File: src/design/sfpf_defines.vh
`ifndef SFPF_DEFINES_VH
`define SFPF_DEFINES_VH
`define SFPF_CLK_HZ 20000000
`define SFPF_RESET_MIN_NS 1000
`define SFPF_RESET_CYC ((`SFPF_RESET_MIN_NS * (`SFPF_CLK_HZ / 1000000) + 999) / 1000)
`define SFPF_ADDR_W 24
`define SFPF_SECTOR_LSB 12
`define SFPF_HALF_LSB 15
`define SFPF_BLOCK_LSB 16
`define SFPF_BIG_LSB 20
`define SFPF_SR1_LOCK0 7
`define SFPF_SR2_LOCK1 0
`define SFPF_SR2_QUAD 1
`endif

File: src/design/sfpf_front_end.v
`timescale 1ns/10ps
`include "sfpf_defines.vh"
module sfpf_front_end #(
    parameter RESET_CYC = `SFPF_RESET_CYC
) (
    // Clock and reset
    input wire clk,
    input wire rstn,
    // Link pins
    input wire sclkIn,
    input wire selectN,
    input wire [3:0] laneIn,
    output reg [3:0] laneOut,
    output reg [3:0] laneOe,
    // Mode from core: 0 single, 1 dual, 2 quad
    input wire [1:0] busWidth,
    input wire driveData,
    input wire [3:0] txNibble,
    // Status bytes and protection
    input wire [7:0] statusByteOne,
    input wire [7:0] statusByteTwo,
    input wire pauseOrResetSelect,
    input wire internalBusy,
    input wire addrGuarded,
    input wire statusWriteReq,
    input wire arrayWriteReq,
    // Core side outputs
    output reg [7:0] rxShift_reg,
    output reg [7:0] bitCount_reg,
    output reg rxStrobe,
    output reg txShiftStrobe,
    output reg armed_reg,
    output reg standbyMode,
    output reg holdActive_reg,
    output reg deviceResetPulse,
    output reg statusWriteRefused,
    output reg arrayWriteRefused,
    output reg [10:0] sectorNum,
    output reg [7:0] halfBlockNum,
    output reg [6:0] blockNum,
    output reg [2:0] bigBlockNum,
    input wire [`SFPF_ADDR_W-1:0] decodeAddr
);
    // ************************************************
    // Pin synchronisers
    // ************************************************
    wire [5:0] syncPins;
    sfpf_sync2 #(.WIDTH(6)) uSync (
        .clk(clk),
        .rstn(rstn),
        .asyncIn({sclkIn, selectN, laneIn}),
        .syncOut(syncPins)
    );
    wire sclkS = syncPins[5];
    wire selNS = syncPins[4];
    wire [3:0] laneS = syncPins[3:0];
    reg sclkD_reg;
    reg selD_reg;
    // Delay flops reset to the synchroniser's reset level, so no false edge after reset
    always @(posedge clk) begin
        if (!rstn) begin
            sclkD_reg <= 1'b1;
            selD_reg <= 1'b1;
        end else begin
            sclkD_reg <= sclkS;
            selD_reg <= selNS;
        end
    end
    // Edge detection works for either idle level of the clock
    wire sclkRise = sclkS & ~sclkD_reg;
    wire sclkFall = ~sclkS & sclkD_reg;
    wire selFall = ~selNS & selD_reg;

    // ************************************************
    // Pin function selection
    // ************************************************
    wire quadOn = statusByteTwo[`SFPF_SR2_QUAD];
    wire holdMode = ~quadOn & ~pauseOrResetSelect;
    wire resetMode = ~quadOn & pauseOrResetSelect;
    wire guardLow = ~quadOn & ~laneS[2];
    wire hwLock = guardLow & ~statusByteTwo[`SFPF_SR2_LOCK1] & statusByteOne[`SFPF_SR1_LOCK0];

    // ************************************************
    // Hardware reset on pin four
    // ************************************************
    localparam [31:0] RST_LAST = RESET_CYC - 1;
    reg [15:0] rstCnt_reg;
    reg rstFired_reg;
    wire pinReset = resetMode & ~laneS[3];
    always @(posedge clk) begin
        if (!rstn) begin
            rstCnt_reg <= 16'h0000;
            rstFired_reg <= 1'b0;
            deviceResetPulse <= 1'b0;
        end else begin
            deviceResetPulse <= 1'b0;
            if (!pinReset) begin
                rstCnt_reg <= 16'h0000;
                rstFired_reg <= 1'b0;
            end else if ({16'h0000, rstCnt_reg} < RST_LAST) begin
                rstCnt_reg <= rstCnt_reg + 16'h0001;
            end else if (!rstFired_reg) begin
                rstFired_reg <= 1'b1; // Pulse long enough
                deviceResetPulse <= 1'b1;
            end
        end
    end
    wire inReset = pinReset | rstFired_reg;

    // ************************************************
    // Hold tracking
    // ************************************************
    // Hold state follows pin four only while the clock is low; deselect or leaving hold mode clears it at once
    reg holdNext;
    always @* begin
        holdNext = holdActive_reg;
        if (!holdMode || selNS) begin
            holdNext = 1'b0;
        end else if (!sclkS) begin
            holdNext = ~laneS[3];
        end
    end
    always @(posedge clk) begin
        if (!rstn) begin
            holdActive_reg <= 1'b0;
        end else begin
            holdActive_reg <= holdNext;
        end
    end
    wire linkLive = armed_reg & ~selNS & ~holdActive_reg & ~inReset;

    // ************************************************
    // Arming, power mode, shifter
    // ************************************************
    reg [3:0] nibble;
    always @* begin
        case (busWidth)
            2'b00: nibble = {3'b000, laneS[0]};
            2'b01: nibble = {2'b00, laneS[1:0]};
            2'b10: nibble = laneS;
            default: nibble = {3'b000, laneS[0]};
        endcase
    end
    always @(posedge clk) begin
        if (!rstn || deviceResetPulse) begin
            armed_reg <= 1'b0;
            standbyMode <= 1'b1;
            rxShift_reg <= 8'h00;
            bitCount_reg <= 8'h00;
            rxStrobe <= 1'b0;
            txShiftStrobe <= 1'b0;
        end else begin
            rxStrobe <= 1'b0;
            txShiftStrobe <= 1'b0;
            standbyMode <= selNS & ~internalBusy;
            if (selFall) begin
                armed_reg <= 1'b1;
            end
            if (selNS) begin
                rxShift_reg <= 8'h00;
                bitCount_reg <= 8'h00;
            end else if (linkLive && sclkRise) begin
                rxStrobe <= 1'b1;
                bitCount_reg <= bitCount_reg + 8'h01;
                case (busWidth)
                    2'b01: rxShift_reg <= {rxShift_reg[5:0], nibble[1:0]};
                    2'b10: rxShift_reg <= {rxShift_reg[3:0], nibble};
                    default: rxShift_reg <= {rxShift_reg[6:0], nibble[0]};
                endcase
            end else if (linkLive && sclkFall) begin
                txShiftStrobe <= 1'b1;
            end
        end
    end

    // ************************************************
    // Output lanes
    // ************************************************
    always @(posedge clk) begin
        if (!rstn) begin
            laneOut <= 4'h0;
            laneOe <= 4'h0;
        end else if (!linkLive || !driveData) begin
            laneOe <= 4'h0;
        end else if (sclkFall) begin
            laneOut <= txNibble;
            case (busWidth)
                2'b01: laneOe <= 4'h3;
                2'b10: laneOe <= 4'hF;
                default: laneOe <= 4'h2;
            endcase
        end
    end

    // ************************************************
    // Protection and address decode
    // ************************************************
    always @(posedge clk) begin
        if (!rstn) begin
            statusWriteRefused <= 1'b0;
            arrayWriteRefused <= 1'b0;
            sectorNum <= 11'h000;
            halfBlockNum <= 8'h00;
            blockNum <= 7'h00;
            bigBlockNum <= 3'h0;
        end else begin
            statusWriteRefused <= statusWriteReq & hwLock;
            arrayWriteRefused <= arrayWriteReq & hwLock & addrGuarded;
            sectorNum <= decodeAddr[22:`SFPF_SECTOR_LSB];
            halfBlockNum <= decodeAddr[22:`SFPF_HALF_LSB];
            blockNum <= decodeAddr[22:`SFPF_BLOCK_LSB];
            bigBlockNum <= decodeAddr[22:`SFPF_BIG_LSB];
        end
    end
endmodule // sfpf_front_end

File: src/design/sfpf_sync2.v
`timescale 1ns/10ps
module sfpf_sync2 #(
    parameter WIDTH = 1
) (
    // Clock and reset
    input wire clk,
    input wire rstn,
    // Data
    input wire [WIDTH-1:0] asyncIn,
    output reg [WIDTH-1:0] syncOut
);
    reg [WIDTH-1:0] stage1_reg;
    always @(posedge clk) begin
        if (!rstn) begin
            stage1_reg <= {WIDTH{1'b1}};
            syncOut <= {WIDTH{1'b1}};
        end else begin
            stage1_reg <= asyncIn;
            syncOut <= stage1_reg;
        end
    end
endmodule // sfpf_sync2

File: config.mk
export PLATFORM = sky130hd
export DESIGN_NAME = sfpf_front_end
export DESIGN_NICKNAME = d
export VERILOG_FILES = /design/src/design/sfpf_front_end.v /design/src/design/sfpf_sync2.v
export VERILOG_INCLUDE_DIRS = /design/src /design/src/design
export SDC_FILE = /design/constraint.sdc
export NUM_CORES = 1
export LEC_CHECK = 0
export BUFFER_PORTS_ARGS = -buffer_cell sky130_fd_sc_hd__buf_2
export CAP_MARGIN = 20
export CELL_PAD_IN_SITES_DETAIL_PLACEMENT = 1
export CELL_PAD_IN_SITES_GLOBAL_PLACEMENT = 1
export CORE_ASPECT_RATIO = 2
export CORE_UTILIZATION = 38
export CTS_BUF_LIST = sky130_fd_sc_hd__clkbuf_8
export CTS_CLUSTER_SIZE = 10
export DETAILED_ROUTE_END_ITERATION = 10
export PLACE_DENSITY_LB_ADDON = 0.1
export SYNTH_ARGS = -nofsm -noshare
export SYNTH_HDL_FRONTEND = slang
export SYNTH_SLANG_ARGS = --single-unit
File: constraint.sdc
create_clock -name clk -period 3.3 [get_ports clk]
set_clock_uncertainty 0.1 [all_clocks]
set_input_delay 0.33 -clock clk [delete_from_list [all_inputs] [get_ports clk]]
set_output_delay 0.33 -clock clk [all_outputs]
set_load 0.02 [all_outputs]
==> out/summary.txt, run 1 <==
Final hold violations - 0
H-tree Lvls - 3
Gr usage total - 17.6%
Syn_area_per_cell - 9.39 sq um
Status - completed
Core ar. - 0.00694 sq mm
Via-to-Cell Ratio - 4.98
Die W - 62.2 um
Detailed placement HPWL - 4.93 mm
Post-CTS sizing - 0
Max Fanout on Critical Path - 10
Yosys reg bits - 73
Post-route setup slack - 1.28 ns
Largest net degree at the start of global routing - 50
Crit path time final - 2.02 ns
# fillers - 856
CTS tree - done
CTS clk-pin slew, worst paths - 0.07 ns
Hold Crit Class - primary input to register
Mapped Area - 0.00275 sq mm
Origin of the critical flop-to-flop path - rstCnt_reg[0]$_SDFFE_PP0N_
Die height - 122 um
Crit. Startpoint - rstCnt_reg[0]$_SDFFE_PP0N_
Fin area - 0.00334 sq mm
Critical path destination - rstCnt_reg[3]$_SDFFE_PP0N_
Unrepaired setup endpoints after global routing - no
CTS Buffer Depth - 2
Critical path class - register to register
Worst endpoint required time - 3.47 ns
Post-layout util - 48.1%
Final Wtd Congestion - 0.753
Clock Latency Late Sink - 0.34 ns
Period utilization - 61.3%
Max reg flops - 16
N_diodes - 0
Hold Startpoint - laneIn[1]
Worst VDD drop - 367 uV
# hold bufs at CTS - 0
Setup Fix Bufs, Post-CTS - 0
Overflow after GRT - 0
Synthesis Warnings - 0
Routed wl met3 - 199 um
Worst setup SP type - register
Met2 WL post-DR - 3.75 mm
I/O pins - 121
Placed inst area - 0.00316 sq mm
Final TNS setup - 0 ns
Setup violators final - 0
TritonRoute pass-1 iters - 4
Syn Nets - 358
# port buffers - 94
M1 WL - 2.42 mm
Synth Instances - 293
Top Layer Used - met4
Leak pwr - 1.52 nW
# rows - 43
Commonest non-fill, non-tap cell in the layout - buf_2
Worst-case reg-to-reg path depth - 5
Initial Util - 39.6%
CTS Buf Count - 9
Root Driver - clkbuf_8
Critical path endpoint category - register
Most frequent cells in the layout - buf_2, dfxtp_1, nand2_1
Final Net Count - 435
Antenna violations before repair - 0
DRT antenna net count - 0
Relative slew slack - 51.1%
# DRC - 0
Routed len/inst - 14.0 um
Die area - 0.00760 sq mm
Setup slack at placement - 1.25 ns
Synth unique cells - 35
WL final - 6.51 mm
Worst r2r dst - rstCnt_reg[3]$_SDFFE_PP0N_
First-pass GRT wire length - 10.4 mm
Area Overhead vs Synth - 21.3%
Flop2flop setup slack - 1.28 ns
Clk sinks - 73
Initial drt markers - 78
Layout cells sized above 1 - 30.4%
Fin. max-slew vios - 0
Sequential share of the synthesized area - 53.1%
FMAX - 495 MHz
Vias in the first global route - 2304
DR vias - 2314
Measured slew at the worst slew-check pin - 0.732 ns
Pwr per Cell Area - 488 mW/mm^2
Max_cap viols - 0
Worst EP arrival - 2.19 ns
cell usage after synthesis:
master	instances	area [sq um]
xor2_1	2	17.5
nand2_1	34	128
nor2_1	18	67.6
nand3_2	1	10.0
a22oi_1	6	45.0
buf_2	2	10.0
xnor2_1	3	26.3
and4b_1	1	10.0
nand2b_1	14	87.6
nor4b_1	1	8.76
nand3_1	9	45.0
inv_1	4	15.0
ha_1	5	62.6
nor4b_4	1	23.8
or3b_2	1	8.76
o21a_1	1	7.51
nor3_1	3	15.0
buf_4	19	143
and2_1	12	75.1
or4b_4	1	13.8
o21ai_0	16	80.1
nor2b_1	4	25.0
or3_1	4	25.0
o31ai_1	2	15.0
dfxtp_1	73	1460
and3_1	15	93.8
mux2i_1	2	20.0
nor4_1	5	31.3
or4_1	1	7.51
a21oi_1	14	70.1
or2_2	1	6.26
nand4_1	5	31.3
nor3b_1	2	15.0
a211oi_1	2	15.0
clkbuf_1	9	33.8
per-layer routing:
layer | GRT usage (%) | up-vias
li1 | - | 1132
met1 | 16.8 | 1131
met2 | 33.9 | 41
met3 | 4.55 | 10
met4 | 9.59 | 0
met5 | 0 | -
worst max-delay path, cell delays in order (launching register included):
cell     delay, ns
dfxtp_1       0.33
ha_1          0.21
o31ai_1       0.31
nand4_1       0.40
or3_1         0.46
a21oi_1       0.13
cell families after synthesis:
| logic type | after synthesis | share of synthesized area (%) |
|---|---|---|
| AND/OR/NAND/NOR | 133 | 26.5 |
| flip-flops | 73 | 53.1 |
| AO/OA/AOI/OAI | 41 | 8.46 |
| buffers and inverters | 34 | 7.32 |
| XOR/XNOR | 5 | 1.59 |
| adder cells (fa/ha/maj) | 5 | 2.27 |
| multiplexers | 2 | 0.728 |
worst min path at each step:
| stage | end | slack, ns | cells past startpoint |
|---|---|---|---|
| final | uSync.stage1_reg[1]$_SDFF_PN1_ | 0.06 | 2 |
| after global routing | standbyMode$_SDFF_PP1_ | 0.05 | 2 |
| after detailed placement | uSync.syncOut[0]$_SDFF_PN1_ | 0.30 | 1 |
| after CTS | uSync.stage1_reg[1]$_SDFF_PN1_ | 0.04 | 2 |
| after global placement | uSync.syncOut[4]$_SDFF_PN1_ | 0.29 | 1 |
| after floorplan | uSync.syncOut[0]$_SDFF_PN1_ | 0.29 | 1 |
metrics by stage:
step / hold WS [ns] / power (mW) / cells
after floorplan: 0.286 / 1.00 / 293
after global placement: 0.288 / 1.03 / 449
after detailed placement: 0.296 / 1.04 / 449
after CTS: 0.0418 / 1.66 / 465
after global routing: 0.0524 / 1.70 / 465
final: 0.0640 / 1.63 / 465
where the power goes:
part | internal (mW) | switching, mW
combinational | 0.0437 | 0.0659
clock | 0.305 | 0.308
sequential | 0.897 | 0.00870
total | 1.25 | 0.382
final cells by class:
cell class	instances	area, sq um	area share, %
Sequential cell	73	1460	43.8
Inverter	4	15.0	0.450
Clock buffer	11	151	4.54
Clock inverter	5	23.8	0.712
Multi-Input combinational cell	186	1090	32.6
Tap cell	90	113	3.37
Timing Repair Buffer	96	485	14.5
Power figures use the tool's default switching activity.
==> run 2, diff against run 1 <==
--- a/config.mk
+++ b/config.mk
@@ -11,7 +11,7 @@
 export CELL_PAD_IN_SITES_DETAIL_PLACEMENT = 1
 export CELL_PAD_IN_SITES_GLOBAL_PLACEMENT = 1
 export CORE_ASPECT_RATIO = 2
-export CORE_UTILIZATION = 38
+export CORE_UTILIZATION = 32
 export CTS_BUF_LIST = sky130_fd_sc_hd__clkbuf_8
 export CTS_CLUSTER_SIZE = 10
 export DETAILED_ROUTE_END_ITERATION = 10
==> constraint.sdc (replaced) <==
create_clock -name clk -period 1.7 [get_ports clk]
set_clock_uncertainty 0.1 [all_clocks]
set_input_delay 0.17 -clock clk [delete_from_list [all_inputs] [get_ports clk]]
set_output_delay 0.17 -clock clk [all_outputs]
set_load 0.02 [all_outputs]
==> run 2 against run 1 <==
Effect of this change:
- via count increased by 6.8%
- combinational power increased to 2.6 times the previous value
- cell count increased by 12%
- critical path depth decreased by 1
- critical endpoint is now laneOe[0]$_SDFFE_PP0P_
- largest power group unchanged
- highest routed layer unchanged
==> out/summary.txt, run 2 (synthesized netlist as in run 1, its figures left out) <==
Crit path time final - 1.65 ns (-0.375 ns)
Clock Latency Late Sink - 0.36 ns (+0.02 ns)
Measured slew at the worst slew-check pin - 0.416 ns (-0.316 ns)
Worst-case reg-to-reg path depth - 4 (-1)
Combinational share of power - 8.0% (+1.3 points)
Clk network pwr share - 41.7% (+4.1 points)
Sw power - 0.803 mW (+110%)
Leak pwr - 1.75 nW (+15%)
Clk sinks - 73 (unchanged)
Max_cap viols - 0 (unchanged)
Gr usage total - 17.8% (+0.15 points)
Fin. max-slew vios - 0 (unchanged)
Worst setup SP type - register
Flop2flop setup slack - 0.05 ns (-1.23 ns)
CTS clk-pin slew, worst paths - 0.07 ns (about the same)
Layout cells sized above 1 - 35.8% (+5.4 points)
Final Net Count - 484 (+11%)
Largest net degree at the start of global routing - 34 (-32%)
Reg power frac - 50.3% (-5.3 points)
Commonest non-fill, non-tap cell in the layout - buf_2
I/O pins - 121 (unchanged)
Unrepaired setup endpoints after global routing - yes
Sw Share - 23.0% (-0.48 points)
Hold path depth - 3 (+1)
# rows - 47 (+9.3%)
Pwr per Cell Area - 898 mW/mm^2 (+84%)
Die W - 67.6 um (+8.7%)
Worst VDD drop - 927 uV (+150%)
Hold Crit Class - primary input to register
Register area - 0.00147 sq mm (+0.34%)
Final Wtd Congestion - 0.728 (-3.3%)
# port buffers - 94 (unchanged)
WL final - 7.44 mm (+14%)
CTS tree - done
Detailed placement HPWL - 5.36 mm (+8.9%)
Core ar. - 0.00829 sq mm (+19%)
# DRC - 0 (unchanged)
Vias in the first global route - 2549 (+11%)
Overflow after GRT - 0 (unchanged)
H-tree Lvls - 3 (unchanged)
Most frequent cells in the layout - buf_2, dfxtp_1, nand2_1
Final TNS setup - 0 ns (unchanged)
Final Power - 3.49 mW (+110%)
Relative slew slack - 72.3% (+21 points)
Multi-input combinational cell area - 0.00115 sq mm (+5.6%)
Area Overhead vs Synth - 41.3%
Origin of the critical flop-to-flop path - holdActive_reg$_SDFFE_PP0N_
TritonRoute pass-1 iters - 4 (unchanged)
Hold Startpoint - txNibble[0]
Worst EP arrival - 1.82 ns (-0.37 ns)
Initial drt markers - 91 (+17%)
Cell Int Power - 2.69 mW (+120%)
Initial Util - 33.2% (-6.5 points)
Setup slack at placement - -0.0914 ns (-1.34 ns)
DR vias - 2471 (+6.8%)
Critical path class - register to register
CTS Buf Count - 9 (unchanged)
First-pass GRT wire length - 11.8 mm (+14%)
Period utilization - 96.9% (+36 points)
Worst min-delay path endpoint - laneOut[0]$_SDFFE_PN0P_
Via-to-Cell Ratio - 4.73 (-4.9%)
Setup violators final - 0 (unchanged)
Crit. Startpoint - holdActive_reg$_SDFFE_PP0N_
Worst endpoint required time - 1.87 ns (-1.60 ns)
# fillers - 999 (+17%)
Die area - 0.00899 sq mm (+18%)
DRT antenna net count - 0 (unchanged)
Post-layout util - 46.9% (-1.2 points)
Critical path endpoint category - register
Max Fanout on Critical Path - 3 (-7)
Status - completed
Post-route setup slack - 0.0531 ns (-1.23 ns)
Final hold violations - 0 (unchanged)
CTS Buffer Depth - 2 (unchanged)
Antenna violations before repair - 0 (unchanged)
Worst r2r dst - laneOe[0]$_SDFFE_PP0P_
N_diodes - 0 (unchanged)
FMAX - 607 MHz (+23%)
Root Driver - clkbuf_8
Routed len/inst - 14.2 um (+1.8%)
Die height - 133 um (+8.8%)
Max reg flops - 16 (unchanged)
## run 2: cell types whose count changed in the layout (fill, tap and decap cells not counted), moves of 2 or more
cell / before / now
dlygate4sd3_1: 0 / 26
buf_4: 2 / 24
dfxtp_1: 73 / 69
dfxtp_2: 0 / 4
nor4_1: 5 / 2
nor4_2: 0 / 3
a21oi_1: 14 / 12
a21oi_2: 0 / 2
bufinv_16: 0 / 2
clkbuf_8: 11 / 9
clkinv_2: 1 / 3
inv_1: 7 / 5
## run 2: per-stage QoR
step,cell area (sq um),cells,hold WS [ns]
3_5_place_dp,3340,479,0.255
3_3_place_gp,3340,479,0.256
5_1_grt,3880,522,0.0186
2_1_floorplan,2750,293,0.148
4_1_cts,3840,521,0.00151
6_report,3880,522,0.00905
## run 2: cell type report
type / count / share of cell area (%)
clock buffers: 9 / 3.19
clock inverters: 7 / 2.22
inverters: 4 / 0.386
multi-input cells: 186 / 29.6
flip-flops and latches: 73 / 37.7
well taps: 98 / 3.16
repair buffers: 145 / 23.7
## run 2: timing repair
item	4_1_cts	5_1_grt
hold buffers	26	0
resized for setup	8	9
endpoints found under the hold margin	24	0
setup endpoints to repair	4	8
pin swaps	4	4
buffers inserted	0	2
## run 2: worst max path at each step
| stage | cells past startpoint | slack (ns) | end |
|---|---|---|---|
| 2_1_floorplan | 4 | 0.009 | bitCount_reg[7]$_SDFFE_PP0P_ |
| 6_report | 4 | 0.05 | laneOe[0]$_SDFFE_PP0P_ |
| 3_3_place_gp | 5 | -0.03 | rstCnt_reg[3]$_SDFFE_PP0N_ |
| 3_5_place_dp | 5 | -0.09 | rstCnt_reg[3]$_SDFFE_PP0N_ |
| 4_1_cts | 4 | 0.01 | bitCount_reg[3]$_SDFFE_PP0P_ |
| 5_1_grt | 4 | -0.03 | bitCount_reg[4]$_SDFFE_PP0P_ |
## run 2: power groups by stage
stage	logic, mW	registers [mW]	clock network [mW]
global route	0.304	1.76	1.57
CTS	0.282	1.75	1.50
global placement	0.230	1.79	0
detailed placement	0.233	1.79	0
floorplan	0.130	1.82	0
finish	0.281	1.76	1.45
## run 2: routing by layer
layer  GRT usage, %  vias up  wire [um]
met5              0        -          0
met4           9.93        0        203
met3           3.00       12        222
met2           32.8       49       4280
met1           17.5     1184       2730
li1               -     1226          -
## run 2: worst max-delay path: stages, from the launching register on
cell,delay [ns]
dfxtp_1,0.35
or4b_4,0.57
nor2_1,0.19
nand3_2,0.14
a211oi_1,0.21
==> run 3, diff against run 2 <==
--- a/config.mk
+++ b/config.mk
@@ -9,12 +9,13 @@
 export BUFFER_PORTS_ARGS = -buffer_cell sky130_fd_sc_hd__buf_2
 export CAP_MARGIN = 20
 export CELL_PAD_IN_SITES_DETAIL_PLACEMENT = 1
-export CELL_PAD_IN_SITES_GLOBAL_PLACEMENT = 1
+export CELL_PAD_IN_SITES_GLOBAL_PLACEMENT = 2
 export CORE_ASPECT_RATIO = 2
-export CORE_UTILIZATION = 32
+export CORE_UTILIZATION = 25
 export CTS_BUF_LIST = sky130_fd_sc_hd__clkbuf_8
 export CTS_CLUSTER_SIZE = 10
 export DETAILED_ROUTE_END_ITERATION = 10
+export GPL_TIMING_DRIVEN = 1
 export PLACE_DENSITY_LB_ADDON = 0.1
 export SYNTH_ARGS = -nofsm -noshare
 export SYNTH_HDL_FRONTEND = slang
==> run 3 against run 2 <==
Effect of this change:
- flip-flop and latch count stayed put
- utilization is 9.1 points lower
- global-route usage is 3.5 points lower
- combinational power hardly changed
- clock power is 8% higher
- worst hold slack better by 0.0035 ns
- final area is 3.2% higher
- register-to-register slack worse by 0.02 ns
- sequential share of layout area is 1.1 points lower
- routed wire length is 6.1% higher
- die area is 27% higher
- power is 3.0% higher
==> out/summary.txt, run 3 (synthesized netlist as in run 1, its figures left out) <==
Routed len/inst - 14.0 um (-2.0%)
WHS - 0.0126 ns (+0.00352 ns)
TritonRoute pass-1 iters - 4 (unchanged)
Overflow after GRT - 0 (unchanged)
Root Driver - clkbuf_8
Clk network pwr share - 43.3% (+1.6 points)
CTS Buffer Depth - 2 (unchanged)
Core ar. - 0.0106 sq mm (+28%)
Clock Latency Late Sink - 0.36 ns (about the same)
Crit path time final - 1.66 ns (+0.0160 ns)
# fillers - 1294 (+30%)
CTS Buf Count - 9 (unchanged)
Combinational share of power - 7.8% (-0.2 points)
Sw power - 0.818 mW (+1.9%)
Final Net Count - 488 (+0.83%)
Clk sinks - 73 (unchanged)
Area Overhead vs Synth - 45.8%
DR vias - 2452 (-0.77%)
DRT antenna net count - 0 (unchanged)
Worst-case reg-to-reg path depth - 4 (unchanged)
Die area - 0.0114 sq mm (+27%)
Most frequent cells in the layout - buf_2, dfxtp_1, nand2_1
Cell Int Power - 2.78 mW (+3.4%)
Period utilization - 97.8% (+0.94 points)
Worst setup SP type - register
Gr usage total - 14.3% (-3.5 points)
Detailed placement HPWL - 5.94 mm (+11%)
Critical path class - register to register
CTS clk-pin slew, worst paths - 0.08 ns (about the same)
Unrepaired setup endpoints after global routing - yes
Worst VDD drop - 430 uV (-54%)
# rows - 53 (+13%)
Die height - 150 um (+13%)
I/O pins - 121 (unchanged)
Worst EP arrival - 1.80 ns (-0.02 ns)
Largest net degree at the start of global routing - 29 (-15%)
Max Fanout on Critical Path - 3 (unchanged)
Commonest non-fill, non-tap cell in the layout - buf_2
CTS tree - done
Initial Util - 25.9% (-7.2 points)
Hold Crit Class - primary input to register
First-pass GRT wire length - 12.4 mm (+5.2%)
Leak pwr - 1.79 nW (+2.4%)
Max_cap viols - 0 (unchanged)
Relative slew slack - 61.7% (-11 points)
Final Wtd Congestion - 0.686 (-5.8%)
Vias in the first global route - 2549 (unchanged)
Max reg flops - 16 (unchanged)
Setup slack at placement - -0.208 ns (-0.117 ns)
N_diodes - 0 (unchanged)
Measured slew at the worst slew-check pin - 0.566 ns (+0.150 ns)
Via-to-Cell Ratio - 4.34 (-8.3%)
Layout cells sized above 1 - 37.1% (+1.3 points)
# port buffers - 94 (unchanged)
# DRC - 0 (unchanged)
Pwr per Cell Area - 897 mW/mm^2 (-0.15%)
Final hold violations - 0 (unchanged)
Sw Share - 22.8% (-0.24 points)
Hold path depth - 3 (unchanged)
Die W - 76.2 um (+13%)
Post-route setup slack - 0.0371 ns (-0.0160 ns)
Fin. max-slew vios - 0 (unchanged)
Worst endpoint required time - 1.83 ns (-0.04 ns)
Antenna violations before repair - 0 (unchanged)
H-tree Lvls - 3 (unchanged)
WL final - 7.89 mm (+6.1%)
Reg power frac - 48.8% (-1.5 points)
Critical path endpoint category - register
Initial drt markers - 39 (-57%)
FMAX - 601 MHz (-0.96%)
Setup violators final - 0 (unchanged)
Status - completed
-- run 3: layout make-up --
type	instances	area (sq um)	share of cell area, %
clock buffer	11	151	3.78
clock inverter	5	77.6	1.94
inverter	4	15.0	0.375
multi-input combinational	186	1170	29.2
sequential	73	1470	36.6
tap	137	171	4.28
timing repair buffer	149	955	23.8
-- run 3: power by group through the flow --
stage	clock, mW	sequential (mW)	combinational [mW]
after global routing	1.68	1.76	0.310
after floorplan	0	1.82	0.130
after CTS	1.62	1.76	0.286
after detailed placement	0	1.80	0.235
after global placement	0	1.79	0.233
final	1.56	1.76	0.282
-- run 3: routing by layer --
metal | share of wire [%] | track usage [%] | up-vias | wire, um
met4 | 2.1 | 7.79 | 0 | 165
met3 | 3.2 | 2.97 | 11 | 249
met1 | 35 | 13.3 | 1165 | 2790
met5 | 0 | 0 | - | 0
li1 | - | - | 1236 | -
met2 | 59 | 28.5 | 40 | 4680
-- run 3: path summary, 6_finish.rpt --
check / from / to / slack (ns)
max: holdActive_reg$_SDFFE_PP0N_ / bitCount_reg[3]$_SDFFE_PP0P_ / 0.04
min: driveData / laneOe[1]$_SDFFE_PP0P_ / 0.01
max reg2reg: holdActive_reg$_SDFFE_PP0N_ / bitCount_reg[3]$_SDFFE_PP0P_ / 0.04
min reg2reg: uSync.stage1_reg[3]$_SDFF_PN1_ / uSync.syncOut[3]$_SDFF_PN1_ / 0.31
-- run 3: per-stage QoR --
| stage | total power [mW] | utilization, % | setup TNS (ns) | area, sq um | std cells |
|---|---|---|---|---|---|
| 6_report | 3.60 | 37.8 | 0 | 4010 | 565 |
| 5_1_grt | 3.75 | 37.8 | -0.0332 | 4010 | 565 |
| 4_1_cts | 3.66 | 37.3 | -0.0165 | 3950 | 567 |
| 3_5_place_dp | 2.03 | 32.3 | -0.791 | 3420 | 523 |
| 3_3_place_gp | 2.03 | 32.3 | -0.811 | 3420 | 523 |
| 2_1_floorplan | 1.95 | - | 0 | 2750 | 293 |
-- run 3: timing repair --
item,in CTS,in global routing
hold buffers,27,0
buffers inserted,1,0
resized for setup,4,19
pin swaps,3,8
endpoints found under the setup margin,8,8
endpoints found under the hold margin,25,0
-- run 3: worst max-delay path, stage by stage, from the launching register on --
cell     delay [ns]
dfxtp_1        0.35
or4b_4         0.58
nor4_1         0.31
xnor2_1        0.16
nor2_1         0.05
